File: config.mk
export PLATFORM = sky130hd
export DESIGN_NAME = ready_route
export DESIGN_NICKNAME = d
export VERILOG_FILES = /design/src/common/ready_route_pkg.sv /design/src/core/ready_route.sv
export VERILOG_INCLUDE_DIRS = /design/src /design/src/common
export SDC_FILE = /design/constraint.sdc
export NUM_CORES = 1
export LEC_CHECK = 0
export CAP_MARGIN = 25
export CELL_PAD_IN_SITES_DETAIL_PLACEMENT = 0
export CELL_PAD_IN_SITES_GLOBAL_PLACEMENT = 1
export CORE_UTILIZATION = 51
export CTS_BUF_LIST = sky130_fd_sc_hd__clkbuf_2 sky130_fd_sc_hd__clkbuf_4 sky130_fd_sc_hd__clkbuf_8
export CTS_CLUSTER_SIZE = 12
export DETAILED_ROUTE_END_ITERATION = 10
export DONT_BUFFER_PORTS = 1
export GPL_ROUTABILITY_DRIVEN = 0
export GPL_TIMING_DRIVEN = 0
export HOLD_SLACK_MARGIN = 0.06
export MAX_ROUTING_LAYER = met4
export PLACE_DENSITY_LB_ADDON = 0.08
export SLEW_MARGIN = 5
export SYNTH_ARGS = -nofsm -noshare
export SYNTH_HDL_FRONTEND = slang
export SYNTH_SLANG_ARGS = --single-unit
File: constraint.sdc
create_clock -name SYS_CLK -period 2.2 [get_ports SYS_CLK]
set_input_delay 0 -clock SYS_CLK [delete_from_list [all_inputs] [get_ports SYS_CLK]]
set_output_delay 0 -clock SYS_CLK [all_outputs]
set_load 0.01 [all_outputs]
File: src/common/ready_route_cfg.svh
// Purpose: Constants for the ready flag and serial register routing
// Assumes: 125 MHz system clock
// Notes: Hold count in MCLK_EN pulses, resync count in SCLK rising edges
`ifndef READY_ROUTE_CFG_SVH
`define READY_ROUTE_CFG_SVH
`define SEL_COMM 2'h0
`define SEL_SETUP 2'h1
`define SEL_TEST 2'h2
`define SEL_DATA 2'h3
`define HOLD_MCLK_PERIODS 500
`define RESYNC_ONES 32
`define SETUP_RESET 8'h28
`define COMM_RESET 7'h00
`define COMM_WIDTH 8
`define DATA_WIDTH 16
`define BIT_RW 3
`define BIT_SEL_HI 5
`define BIT_SEL_LO 4
`endif

File: src/common/ready_route_pkg.sv
// Purpose: Shared types for the ready flag and serial routing block
// Assumes: Nothing beyond the cfg header
// Notes: Types only
package ready_route_pkg;
  typedef enum logic [1:0] {
    ST_CMD = 2'b00,
    ST_WRITE = 2'b01,
    ST_READ = 2'b10
  } link_state_t;

  typedef struct packed {
    logic valid;
    logic [15:0] word;
  } result_t;
endpackage : ready_route_pkg

File: src/core/ready_route.sv
// Purpose: Ready flag and serial shift routing of a sigma-delta converter
// Assumes: SCLK and DIN sampled by SYS_CLK, MCLK_EN is a one-cycle pulse
// Notes: Frame select input is active low, hold it low for three-wire use
`timescale 1ns/1ps
`include "ready_route_cfg.svh"

module ready_route #(
  parameter int HOLD_CYCLES = `HOLD_MCLK_PERIODS
) (
  input wire logic SYS_CLK,
  input wire logic SYS_RST,
  input wire logic MCLK_EN,
  input wire ready_route_pkg::result_t RESULT,
  input wire logic CAL_DONE,
  input wire logic SCLK,
  input wire logic CS_N,
  input wire logic DIN,
  output logic DOUT,
  output logic RESULT_READY_N,
  output logic [7:0] SETUP_REG,
  output logic [6:0] COMM_REG,
  output logic [1:0] REGISTER_SELECT
);

  // ***************************************************
  // Input synchronisers
  // ***************************************************
  logic [1:0] sclk_s;
  logic [1:0] din_s;
  logic [1:0] cs_s;
  logic sclk_d;
  always_ff @(posedge SYS_CLK) begin
    if (SYS_RST) begin
      // Idle high, so no false edge follows reset
      sclk_s <= 2'h3;
      din_s <= 2'h3;
      cs_s <= 2'h3;
      sclk_d <= 1'b1;
    end else begin
      sclk_s <= {sclk_s[0], SCLK};
      din_s <= {din_s[0], DIN};
      cs_s <= {cs_s[0], CS_N};
      sclk_d <= sclk_s[1];
    end
  end
  wire sel = ~cs_s[1];
  // Host shifts out on falling edge, device samples on rising edge
  wire rise = sel & sclk_s[1] & ~sclk_d;
  wire fall = sel & ~sclk_s[1] & sclk_d;
  wire din_b = din_s[1];

  // ***************************************************
  // Ready flag and data register update
  // ***************************************************
  logic [15:0] data_reg;
  logic [15:0] pend_word;
  logic pend;
  logic unread;
  logic [15:0] hold_cnt;
  logic data_read_done;
  logic reading_data;
  always_ff @(posedge SYS_CLK) begin
    if (SYS_RST) begin
      RESULT_READY_N <= 1'b1;
      data_reg <= 16'h0000;
      pend_word <= 16'h0000;
      pend <= 1'b0;
      unread <= 1'b0;
      hold_cnt <= 16'h0000;
    end else begin
      if (RESULT.valid && !unread) begin
        // Update deferred while the data register is being read
        if (reading_data) begin
          pend <= 1'b1;
          pend_word <= RESULT.word;
        end else begin
          data_reg <= RESULT.word;
          RESULT_READY_N <= 1'b0;
          unread <= 1'b1;
          // Newer result replaces any word still waiting
          pend <= 1'b0;
        end
      end else if (RESULT.valid) begin
        RESULT_READY_N <= 1'b1;
        pend <= 1'b1;
        pend_word <= RESULT.word;
        hold_cnt <= 16'(HOLD_CYCLES);
      end else if (pend && !reading_data) begin
        if (hold_cnt != 16'h0000) begin
          if (MCLK_EN) hold_cnt <= hold_cnt - 16'h0001;
        end else begin
          data_reg <= pend_word;
          pend <= 1'b0;
          unread <= 1'b1;
          RESULT_READY_N <= 1'b0;
        end
      end else if (CAL_DONE) begin
        RESULT_READY_N <= 1'b0;
      end else if (data_read_done) begin
        RESULT_READY_N <= 1'b1;
        unread <= 1'b0;
      end
    end
  end

  // ***************************************************
  // Serial interface
  // ***************************************************
  ready_route_pkg::link_state_t state;
  logic [15:0] in_sh;
  logic [15:0] out_sh;
  logic [4:0] bit_cnt;
  logic [5:0] ones_cnt;
  logic [4:0] len;
  logic [7:0] test_reg;
  assign reading_data = (state == ready_route_pkg::ST_READ) &&
    (REGISTER_SELECT == `SEL_DATA);
  assign len = (REGISTER_SELECT == `SEL_DATA) ? 5'(`DATA_WIDTH) :
    5'(`COMM_WIDTH);
  assign data_read_done = reading_data && rise && (bit_cnt == len - 5'h01);

  // Saturating, so a long high line cannot wrap

  always_ff @(posedge SYS_CLK) begin
    if (SYS_RST) begin
      ones_cnt <= 6'h00;
    end else if (rise) begin
      ones_cnt <= din_b ? ((ones_cnt == 6'(`RESYNC_ONES)) ? ones_cnt :
        ones_cnt + 6'h01) : 6'h00;
    end
  end

  always_ff @(posedge SYS_CLK) begin
    if (SYS_RST) begin
      state <= ready_route_pkg::ST_CMD;
      bit_cnt <= 5'h00;
      in_sh <= 16'h0000;
      out_sh <= 16'h0000;
      COMM_REG <= `COMM_RESET;
      REGISTER_SELECT <= `SEL_COMM;
      SETUP_REG <= `SETUP_RESET;
      test_reg <= 8'h00;
      DOUT <= 1'b1;
    end else if (rise && din_b && ones_cnt == 6'(`RESYNC_ONES - 1)) begin
      state <= ready_route_pkg::ST_CMD;
      bit_cnt <= 5'h00;
    end else begin
      case (state)
        ready_route_pkg::ST_CMD: begin
          if (rise) begin
            // Leading zero needed before the command bits are taken
            if (bit_cnt == 5'h00) begin
              if (!din_b) bit_cnt <= 5'h01;
            end else if (bit_cnt == 5'(`COMM_WIDTH - 1)) begin
              bit_cnt <= 5'h00;
              COMM_REG <= {in_sh[5:0], din_b};
              REGISTER_SELECT <= in_sh[`BIT_SEL_HI-1:`BIT_SEL_LO-1];
              if (in_sh[`BIT_RW-1]) begin
                state <= ready_route_pkg::ST_READ;
                case (in_sh[`BIT_SEL_HI-1:`BIT_SEL_LO-1])
                  `SEL_COMM: out_sh <= {~RESULT_READY_N ? 1'b0 : 1'b1,
                    in_sh[5:0], din_b, 8'h00};
                  `SEL_SETUP: out_sh <= {SETUP_REG, 8'h00};
                  `SEL_TEST: out_sh <= {test_reg, 8'h00};
                  default: out_sh <= data_reg;
                endcase
              end else begin
                state <= ready_route_pkg::ST_WRITE;
              end
            end else begin
              bit_cnt <= bit_cnt + 5'h01;
            end
            in_sh <= {in_sh[14:0], din_b};
          end
        end
        ready_route_pkg::ST_WRITE: begin
          if (rise) begin
            in_sh <= {in_sh[14:0], din_b};
            if (bit_cnt == len - 5'h01) begin
              bit_cnt <= 5'h00;
              state <= ready_route_pkg::ST_CMD;
              case (REGISTER_SELECT)
                `SEL_SETUP: SETUP_REG <= {in_sh[6:0], din_b};
                `SEL_TEST: test_reg <= {in_sh[6:0], din_b};
                `SEL_COMM: COMM_REG <= {in_sh[5:0], din_b};
                default: ;
              endcase
            end else begin
              bit_cnt <= bit_cnt + 5'h01;
            end
          end
        end
        ready_route_pkg::ST_READ: begin
          // DOUT keeps its last bit once the word is out
          if (fall) DOUT <= out_sh[15];
          if (rise) begin
            out_sh <= {out_sh[14:0], 1'b0};
            if (bit_cnt == len - 5'h01) begin
              bit_cnt <= 5'h00;
              state <= ready_route_pkg::ST_CMD;
            end else begin
              bit_cnt <= bit_cnt + 5'h01;
            end
          end
        end
        default: state <= ready_route_pkg::ST_CMD;
      endcase
    end
  end

endmodule : ready_route

; After elaboration in Yosys (flattened, before gate mapping)
; Cells that the tools add are included.
[word_totals]
register_bits = 120
out_inout_bits = 19
word_cells = 171
input_bits = 24
[op_classes]
mux = 62
n_bitwise = 10
eq_ne = 31
n_reduce_logical = 44
n_addsub = 4
[op_table]
columns = op, n
row1 = 2-to-1 mux 16 bit, 17
row2 = one-hot mux 16 bit (3 select lines), 1
row3 = 2-to-1 mux 7 bit, 6
row4 = 2-to-1 mux 5 bit, 7
row5 = one-hot mux 16 bit (2 select lines), 1
row6 = AND reduction 5 bit, 5
row7 = != test 2 bit (second input constant), 11
row8 = 2-to-1 mux 1 bit, 19
row9 = nonzero test 16 bit, 1
row10 = nonzero test 2 bit, 8
row11 = subtractor 16 x 1 -> 16 bit (second input constant), 1
row12 = one-hot mux 7 bit (2 select lines), 1
row13 = 2-to-1 mux 2 bit, 6
row14 = 2-to-1 mux 6 bit, 2
row15 = AND reduction 4 bit, 3
row16 = one-hot mux 5 bit (2 select lines), 1
row17 = != test 3 bit (second input constant), 3
row18 = AND reduction 3 bit, 3
row19 = == test 2 bit (second input constant), 4
row20 = != test 2 x 1 -> 1 bit (second input constant), 4
row21 = AND reduction 8 bit, 1
row22 = logical AND 1 bit, 7
row23 = AND reduction 7 bit, 1
row24 = adder 6 x 1 -> 6 bit (second input constant), 1
row25 = other kinds (19), 37

; Depth between registers and ports, before layout
; Gate-level depths: netlist (run 1).
[depth]
ltp_word = 10
depth_mapped = 8
depth_no_buf = 6

; Worst setup path after synthesis (run 1)
; No wires, ideal clock.
[synth_path]
kind = register -> register
startpoint = reg state[0]
endpoint = reg pend_word[10]
required_time_ns = 2.072
path_slack_ns = 0.356
path_stages_with_launch = 9
arrival_time_ns = 1.717
period_less_slack_ns = 1.844
setup_time_ns = 0.128
n_path_buf = 2
path_cell_list = dfxtp_1 -> inv_1 -> ha_1 -> and3_1 -> clkbuf_1 -> o21ai_2 -> buf_4 -> mux2i_1 -> nor2_1
[synth_between]
elab_chain_len = 4
[synth_lines]
columns = item, line_no
row1 = from (decl), ready_route.sv:109  ; ready_route_pkg::link_state_t state;
row2 = from (signal assigned), ready_route.sv:135  ; state <= ready_route_pkg::ST_CMD;
row3 = from (signal assigned), ready_route.sv:145  ; state <= ready_route_pkg::ST_CMD;
row4 = from (signal assigned), ready_route.sv:159  ; state <= ready_route_pkg::ST_READ;
row5 = == test 2 bit, ready_route.sv:116  ; assign reading_data = (state == ready_route_pkg::ST_READ) &&
row6 = logical AND 1 bit, ready_route.sv:116
row7 = != test 2 bit (no line), n/a
row8 = AND reduction 2 bit (no line), n/a
row9 = to (signal assigned), ready_route.sv:75  ; pend_word <= RESULT.word;
row10 = to (signal assigned), ready_route.sv:86  ; pend_word <= RESULT.word;
row11 = to (decl), ready_route.sv:56  ; logic [15:0] pend_word;
; Every way passes these cells.
; A chain may end at the register's enable or synchronous reset.

; Worst setup path after layout (run 1)
[layout_path]
startpoint = reg state[0]
endpoint = reg hold_cnt[8]
[layout_between]
elab_chain_len = 6
[layout_lines]
columns = item, line_no
row1 = == test 2 bit, ready_route.sv:116
row2 = logical AND 1 bit, ready_route.sv:116
row3 = logical NOT 1 bit, ready_route.sv:88  ; end else if (pend && !reading_data) begin
row4 = logical AND 1 bit, ready_route.sv:88
row5 = nonzero test 2 bit (no line), n/a
row6 = AND reduction 4 bit (no line), n/a
row7 = to (signal assigned), ready_route.sv:87  ; hold_cnt <= 16'(HOLD_CYCLES);
row8 = to (signal assigned), ready_route.sv:90  ; if (MCLK_EN) hold_cnt <= hold_cnt - 16'h0001;
row9 = to (decl), ready_route.sv:59  ; logic [15:0] hold_cnt;
; Every way passes these cells.

==> results of run 1 <==
[metrics by stage]
| step | setup TNS (ns) | utilization | setup WS (ns) |
|---|---|---|---|
| 6_report | 0 | 0.606 | 0.0802 |
| 3_3_place_gp | -0.671 | 0.541 | -0.0815 |
| 5_1_grt | -0.0692 | 0.606 | -0.0213 |
| 4_1_cts | 0 | 0.598 | 0.0172 |
| 2_1_floorplan | 0 | - | 0.356 |
| 3_5_place_dp | -1.47 | 0.541 | -0.148 |
[worst register-to-register path: stages, from the launching register on]
cell	delay [ns]
dfxtp_1	0.33
inv_1	0.07
ha_1	0.25
buf_2	0.23
nand3_4	0.19
nand4_1	0.31
or4_1	0.50
a31oi_1	0.16
[cell type report]
cell class	instances	area [sq um]
Clock buffer	22	290
Buffer	38	185
Tap cell	140	175
Sequential cell	120	2400
Clock inverter	8	97.6
Fill cell	965	4270
Timing Repair Buffer	30	280
Inverter	13	48.8
Multi-Input combinational cell	421	3090
[metal layers]
| layer | routed length [um] | track usage | vias to the layer above | part of all wire |
|---|---|---|---|---|
| met1 | 6830 | 0.345 | 2332 | 0.47 |
| met2 | 6820 | 0.432 | 116 | 0.47 |
| met4 | 224 | 0.0910 | 0 | 0.015 |
| met5 | 0 | - | - | 0 |
| met3 | 638 | 0.0702 | 17 | 0.044 |
| li1 | - | - | 2317 | - |
[worst min-delay path by stage]
stage                       start  slack (ns)          end  depth (start not counted)
after floorplan              CS_N        0.10      cs_s[0]                          1
after global placement       SCLK        0.11    sclk_s[0]                          1
after detailed placement     SCLK        0.11    sclk_s[0]                          1
after CTS                 SYS_RST        0.07  hold_cnt[7]                          4
after global routing      MCLK_EN        0.13  hold_cnt[4]                          4
final                     MCLK_EN         0.1  hold_cnt[4]                          4
[timing repair]
action                                  in CTS  in global routing
endpoints found under the hold margin       55                  0
resized for setup                            3                  7
cloned                                       0                  0
endpoints found under the setup margin      21                 41
setup buffers                                0                  8
pin swaps                                    0                  4
hold buffers                                22                  0
[Yosys cell counts, types with 5 or more instances]
cell type / number / area (sq um)
o221a_2: 7 / 78.8
nand4_1: 9 / 56.3
o21ai_0: 13 / 65.1
nand2_1: 54 / 203
nand3_1: 12 / 60.1
or3_1: 6 / 37.5
o31ai_1: 6 / 45.0
or2_2: 11 / 68.8
a31oi_1: 14 / 87.6
ha_1: 9 / 113
clkbuf_1: 22 / 82.6
nor3_1: 6 / 30.0
buf_2: 8 / 40.0
o221a_1: 9 / 101
nor2_1: 43 / 161
dfxtp_1: 120 / 2400
or4_1: 9 / 67.6
a22oi_1: 9 / 67.6
mux2i_1: 48 / 480
a311oi_1: 5 / 43.8
a211oi_1: 9 / 67.6
a21oi_1: 33 / 165
inv_1: 11 / 41.3
o21a_1: 17 / 128
mux2_2: 6 / 67.6
[cells by family (layout without fill, tap and decap cells)]
group	after synthesis	in the layout	share of synthesized area
xor gates and xnor gates	3	3	0.00462
AOI/OAI and AO/OA	158	158	0.210
buffers and inverters	51	111	0.0407
adders and majority gates	9	9	0.0198
DFF	120	120	0.423
muxes	57	57	0.108
and+or+nand+nor	194	194	0.194
[power groups by stage]
stage / clock network [W] / logic [W] / registers (W)
detailed placement: 0 / 0.000361 / 0.00235
floorplan: 0 / 0.000278 / 0.00233
global route: 0.00209 / 0.000463 / 0.00231
finish: 0.00198 / 0.000423 / 0.00230
CTS: 0.00200 / 0.000401 / 0.00230
global placement: 0 / 0.000352 / 0.00235
==> impl_metrics.yaml, run 1 <==
power_and_ir_drop:
  clkPwrFrac: 0.420
  p_switching_w: 0.00117
  power.total_w: 0.00470
  p_sw_frac: 0.249
  intPower_w: 0.00353
  p_per_area_nw_per_um2: 716
  seqPwrFrac: 0.490
  peakVddDrop_v: 0.000600
  p_comb_frac: 0.090
  p_leak_nw: 2.43
finish:
  layout_commonest_cell: "dfxtp_1"
  instances_no_fill: 792
  final_cell_mix: "dfxtp_1 (120), nand2_1 (53), mux2i_1 (48)"
  nets: 674
  drive_gt1_frac: 0.166
  finalInstanceArea_sq_um: 6570
  antennaDiodeCount: 0
  area_delta_synth_final_pct: 15.5
timing:
  max_freq_mhz: 472
  holdWs_ns: 0.0975
  final-max-slew-violation-count: 0
  hold_viol: 0
  tightest_slew_ns: 0.655
  min_period_ns: 2.12
  relSlewSlack: 0.563
  fin_skew_ns: 0.0105
  setup_viol: 0
  period_share: 0.964
worst_setup_path:
  rr_worst_depth: 7
  critPathCaptureType: "flip-flop"
  worstReg2RegEnd: "hold_cnt[8]"
  crit_chain: "inv_1 > ha_1 > buf_2 > nand3_4 > nand4_1 > or4_1 > a31oi_1"
  slowest_delay_ns: 0.50
  critical_path_class: "reg -> reg"
  path_delay_family: "simple AND/OR/NAND/NOR gates"
  crit_fanout: 10
  setup.worst_path.start_class: "flip-flop"
  crit_start: "state[0]"
  required_ns: 2.57
  crit_arrival_ns: 2.49
  critPathBufInv: 2
  critPathCapture: "hold_cnt[8]"
  cp.depth: 7
  cp_slowest_cell: "or4_1"
  r2r-start: "state[0]"
  reg2reg_setup_slack_ns: 0.08
detailed_routing:
  totalWireLength_um: 14500
  drt_iter0_drc: 336
  wl_per_cell_um: 18.3
  ant_nets: 0
  first_pass_iters: 9
  viasPerCell: 6.04
  drc_errors: 1
  vias: 4782
synthesis:
  syn_nets: 625
  synth-edff-count: 0
  ys_ff_latch: 120
  yosysSeqAreaShare: 0.423
  syn_area_per_cell_sq_um: 9.60
  synth_ff_type: "dfxtp_1"
  synth_area_sq_um: 5680
  async_flop_share: 0
  synth.distinct_cells: 79
  yosys_warnings: 0
  synthCells: 592
die:
  start_util: 0.524
  dieArea_sq_um: 11600
  rows: 38
  core_sq_um: 10800
  ios: 43
  die_h_um: 108
  dieWidth_um: 108
clock_tree:
  cts_tree: "yes"
  cts-root-buf: "clkbuf_8"
  htree_levels: 4
  clockBufferDepth: 2
  path_clk_slew_ns: 0.07
  cts_buffers: 17
  clock-sinks: 120
  clkLatencyLatePin_ns: 0.45
global_route:
  grt_pass1_vias: 4686
  grt_pass1_wl_um: 23700
  antenna_found_initial: 0
  grt_max_degree: 17
  grt_overflow_total: 0
  grt_util_all_layers: 0.275
placement:
  placed_cells: 732
  place_area_sq_um: 5860
  io_buffers: 0
  hpwl_um: 10100
flow_run:
  cap_violations: 0
outcome:
  violations: "DRC"
  status: "complete, but fails checks"
worst_hold_path:
  worstHoldPathType: "in -> reg"
(Power assumes the default switching activity.)
==> run 2: changes to the inputs <==
--- a/config.mk
+++ b/config.mk
@@ -18,7 +18,7 @@
 export GPL_TIMING_DRIVEN = 0
 export HOLD_SLACK_MARGIN = 0.06
 export MAX_ROUTING_LAYER = met4
-export PLACE_DENSITY_LB_ADDON = 0.08
+export PLACE_DENSITY_LB_ADDON = 0.1
 export SLEW_MARGIN = 5
 export SYNTH_ARGS = -nofsm -noshare
 export SYNTH_HDL_FRONTEND = slang
==> run 2 against run 1 <==
The run now ends clean; cell count up 0.63%; non-clock buffer count up 3; flip-flop and latch count unchanged; worst setup slack better by 0.028 ns.
==> impl_metrics.yaml, run 2 (same netlist as run 1, synthesis figures left out) <==
global_route:
  grt_max_degree: 17
  grt_pass1_wl_um: 23200
  grt_util_all_layers: 0.272
  grt_overflow_total: 0
  grt_pass1_vias: 4455
  grt.met2_usage: 0.424
  busiest_layer: "met2"
  gr-usage-met1: 0.341
  antenna_found_initial: 0
  grt_use_met3: 0.0720
finish:
  final_cell_mix: "dfxtp_1 (120), nand2_1 (53), mux2i_1 (48)"
  nets: 677
  area_delta_synth_final_pct: 15.7
  drive_gt1_frac: 0.170
  layout_commonest_cell: "dfxtp_1"
  antennaDiodeCount: 0
clock_tree:
  clock-sinks: 120
  cts_tree: "yes"
  clockBufferDepth: 2
  clkLatencyLatePin_ns: 0.45
  cts-root-buf: "clkbuf_8"
  cts_buffers: 17
  htree_levels: 4
  path_clk_slew_ns: 0.08
timing:
  holdWs_ns: 0.104
  rsz0062_at_grt: "true"
  fin_skew_ns: 0.0110
  relSlewSlack: 0.554
  min_period_ns: 2.09
  period_share: 0.951
  setup_viol: 0
  max_freq_mhz: 478
  hold_viol: 0
  final-max-slew-violation-count: 0
  tightest_slew_ns: 0.669
  tns_ns: 0
power_and_ir_drop:
  p_per_area_nw_per_um2: 697
  peakVddDrop_v: 0.000711
  p_leak_nw: 2.42
detailed_routing:
  first_pass_iters: 5
  wl_per_cell_um: 18.4
  totalWireLength_um: 14700
  drc_errors: 0
  viasPerCell: 5.98
  vias: 4766
  drt_iter0_drc: 241
  ant_nets: 0
worst_hold_path:
  worstHoldPathType: "in -> reg"
worst_setup_path:
  crit_arrival_ns: 2.47
  setup.worst_path.start_class: "flip-flop"
  required_ns: 2.58
  critPathCaptureType: "flip-flop"
  critical_path_class: "reg -> reg"
  reg2reg_setup_slack_ns: 0.11
  crit_fanout: 10
flow_run:
  cap_violations: 0
placement:
  io_buffers: 0
  hpwl_um: 10100
die:
  dieArea_sq_um: 11600
  rows: 38
  dieWidth_um: 108
  die_h_um: 108
  core_sq_um: 10800
  start_util: 0.524
  ios: 43
outcome:
  status: "finished, final reports clean"
## run 2: metal layers
metal  share of wire  wire [um]
met1            0.46       6810
met2            0.47       6910
met3           0.046        682
met4           0.018        266
met5               0          0
## run 2: power breakdown
part / switching, W / total [W] / internal (W)
logic: 0.000242 / 0.000439 / 0.000197
registers: 0.0000608 / 0.00230 / 0.00224
clock network: 0.000965 / 0.00184 / 0.000877
total: 0.00127 / 0.00458 / 0.00331
## run 2: repair_timing
| action | CTS | global route |
|---|---|---|
| endpoints found under the hold margin | 57 | 0 |
| setup buffers | 0 | 10 |
| resized for setup | 4 | 7 |
| hold buffers | 23 | 0 |
| setup endpoints to repair | 22 | 36 |
| pin swaps | 0 | 5 |
## run 2: worst paths after layout
check | startpoint | endpoint | cells after the start
worst max register to register | state[0] | hold_cnt[10] | 8
worst max-delay path | state[0] | hold_cnt[10] | 8
worst min register to register | din_s[0] | din_s[1] | 1
worst min-delay path | SYS_RST | hold_cnt[7] | 4
## run 2: metrics by stage
step	setup WS [ns]	std cells	cell area (sq um)	total power, W	util
after floorplan	0.356	592	5680	0.00261	-
after global placement	-0.102	732	5860	0.00270	0.541
after detailed placement	-0.156	732	5860	0.00271	0.541
after CTS	0.0157	787	6480	0.00459	0.597
after global routing	-0.00454	797	6580	0.00475	0.607
final	0.108	797	6580	0.00458	0.607
## run 2: final cells by class
class	instances	area (sq um)
Fill cell	967	4270
Multi-Input combinational cell	421	3090
Sequential cell	120	2400
Timing Repair Buffer	33	305
Clock buffer	20	275
Buffer	38	185
Tap cell	140	175
Clock inverter	12	95.1
Inverter	13	48.8
## run 2: critical path: stages (launching register included)
cell and delay (ns):
dfxtp_1 0.34, inv_1 0.07, ha_1 0.25, buf_2 0.23, nand3_4 0.19, nand4_1 0.25
buf_4 0.24, or3_1 0.31, a21oi_1 0.14
==> run 3: changes to the inputs <==
--- a/config.mk
+++ b/config.mk
@@ -19,6 +19,7 @@
 export HOLD_SLACK_MARGIN = 0.06
 export MAX_ROUTING_LAYER = met4
 export PLACE_DENSITY_LB_ADDON = 0.1
+export RECOVER_POWER = 25
 export SLEW_MARGIN = 5
 export SYNTH_ARGS = -nofsm -noshare
 export SYNTH_HDL_FRONTEND = slang
==> run 3 against run 2 <==
Utilization did not move; die area unchanged; clock skew about the same; via count up 0.19%; power is essentially flat; flip-flop and latch count unchanged.
==> impl_metrics.yaml, run 3 (same netlist as run 1, synthesis figures left out) <==
timing:
  final-max-slew-violation-count: 0
  rsz0062_at_grt: "true"
  relSlewSlack: 0.557
  holdWs_ns: 0.104
  setup_viol: 0
  fin_skew_ns: 0.0114
  hold_viol: 0
  tightest_slew_ns: 0.664
  max_freq_mhz: 478
  min_period_ns: 2.09
  period_share: 0.950
worst_setup_path:
  required_ns: 2.58
  crit_chain: "inv_1 > ha_1 > buf_2 > nand3_4 > nand4_1 > buf_4 > or3_1 > a21oi_1"
  setup.worst_path.start_class: "flip-flop"
  crit_arrival_ns: 2.47
  critical_path_class: "reg -> reg"
  slowest_delay_ns: 0.34
  critPathBufInv: 3
  cp_slowest_cell: "dfxtp_1"
  crit_fanout: 10
  critPathCaptureType: "flip-flop"
  path_delay_family: "simple AND/OR/NAND/NOR gates"
power_and_ir_drop:
  p_comb_frac: 0.096
  power.total_w: 0.00458
  clkPwrFrac: 0.402
  p_leak_nw: 2.42
  p_sw_frac: 0.277
  p_switching_w: 0.00127
  seqPwrFrac: 0.502
  intPower_w: 0.00331
  peakVddDrop_v: 0.000711
  p_per_area_nw_per_um2: 697
global_route:
  grt_util_all_layers: 0.272
  grt_pass1_wl_um: 23200
  grt_overflow_total: 0
  grt_max_degree: 17
  grt_pass1_vias: 4455
  antenna_found_initial: 0
die:
  start_util: 0.524
  ios: 43
  rows: 38
  dieWidth_um: 108
  dieArea_sq_um: 11600
  die_h_um: 108
  core_sq_um: 10800
clock_tree:
  cts_buffers: 17
  htree_levels: 4
  path_clk_slew_ns: 0.08
  clkLatencyLatePin_ns: 0.45
  clock-sinks: 120
  cts_tree: "yes"
  cts-root-buf: "clkbuf_8"
  clockBufferDepth: 2
detailed_routing:
  drt_iter0_drc: 241
  ant_nets: 0
  drc_errors: 0
  totalWireLength_um: 14700
  first_pass_iters: 5
  viasPerCell: 5.99
  vias: 4775
  wl_per_cell_um: 18.4
worst_hold_path:
  worstHoldPathType: "in -> reg"
finish:
  instances_no_fill: 797
  final_cell_mix: "dfxtp_1 (120), nand2_1 (53), mux2i_1 (48)"
  layout_commonest_cell: "dfxtp_1"
  antennaDiodeCount: 0
  drive_gt1_frac: 0.170
  nets: 677
  area_delta_synth_final_pct: 15.7
flow_run:
  cap_violations: 0
placement:
  hpwl_um: 10100
  placed_cells: 732
  io_buffers: 0
outcome:
  status: "finished, final reports clean"
run 3: changes by cell type in the layout (fill, tap and decap cells not counted):
cell	change
clkbuf_1	+1
buf_1	-1
run 3: routing by layer:
metal | GRT usage | share of wire | vias to the layer above
met4 | 0.0969 | 0.018 | 0
met2 | 0.424 | 0.47 | 118
li1 | - | - | 2318
met3 | 0.0720 | 0.046 | 20
met5 | - | 0 | -
met1 | 0.341 | 0.47 | 2319
run 3: layout make-up:
type,instances,area (sq um)
buffer,38,185
clock buffer,20,275
clock inverter,12,95.1
fill,967,4270
inverter,13,48.8
multi-input combinational,421,3090
sequential,120,2400
tap,140,175
timing repair buffer,33,305
run 3: tightest hold or removal path: cells and delay by family:
family | cells | cell delay [ns]
AOI/OAI and AO/OA | 3 | 0.30
buffers and inverters | 1 | 0.22
run 3: worst paths after layout:
kind | from | end | slack, ns | cells after the start
hold reg to reg | din_s[0] | din_s[1] | 0.42 | 1
setup / recovery | state[0] | hold_cnt[10] | 0.11 | 8
setup reg to reg | state[0] | hold_cnt[10] | 0.11 | 8
hold / removal | SYS_RST | hold_cnt[7] | 0.10 | 4
run 3: what timing repair did:
| item | in CTS | in global routing |
|---|---|---|
| gates resized for setup | 4 | 7 |
| endpoints found under the hold margin | 57 | 0 |
| buffers inserted | 0 | 10 |
| hold buffers | 23 | 0 |
| pin swaps | 0 | 5 |
| setup endpoints to repair | 22 | 36 |
run 3: metrics by stage:
| step | setup TNS (ns) | utilization | instance area (sq um) | setup slack, ns |
|---|---|---|---|---|
| 4_1_cts | 0 | 0.597 | 6480 | 0.0157 |
| 2_1_floorplan | 0 | - | 5680 | 0.356 |
| 5_1_grt | -0.00666 | 0.607 | 6580 | -0.00454 |
| 3_3_place_gp | -0.863 | 0.541 | 5860 | -0.102 |
| 3_5_place_dp | -1.72 | 0.541 | 5860 | -0.156 |
| 6_report | 0 | 0.607 | 6580 | 0.109 |
run 3: power groups by stage:
stage / Sequential, W / Clock [W] / Combinational, W
after detailed placement: 0.00235 / 0 / 0.000363
after floorplan: 0.00233 / 0 / 0.000278
after global routing: 0.00231 / 0.00197 / 0.000475
final: 0.00230 / 0.00184 / 0.000439
after CTS: 0.00230 / 0.00189 / 0.000405
after global placement: 0.00235 / 0 / 0.000353
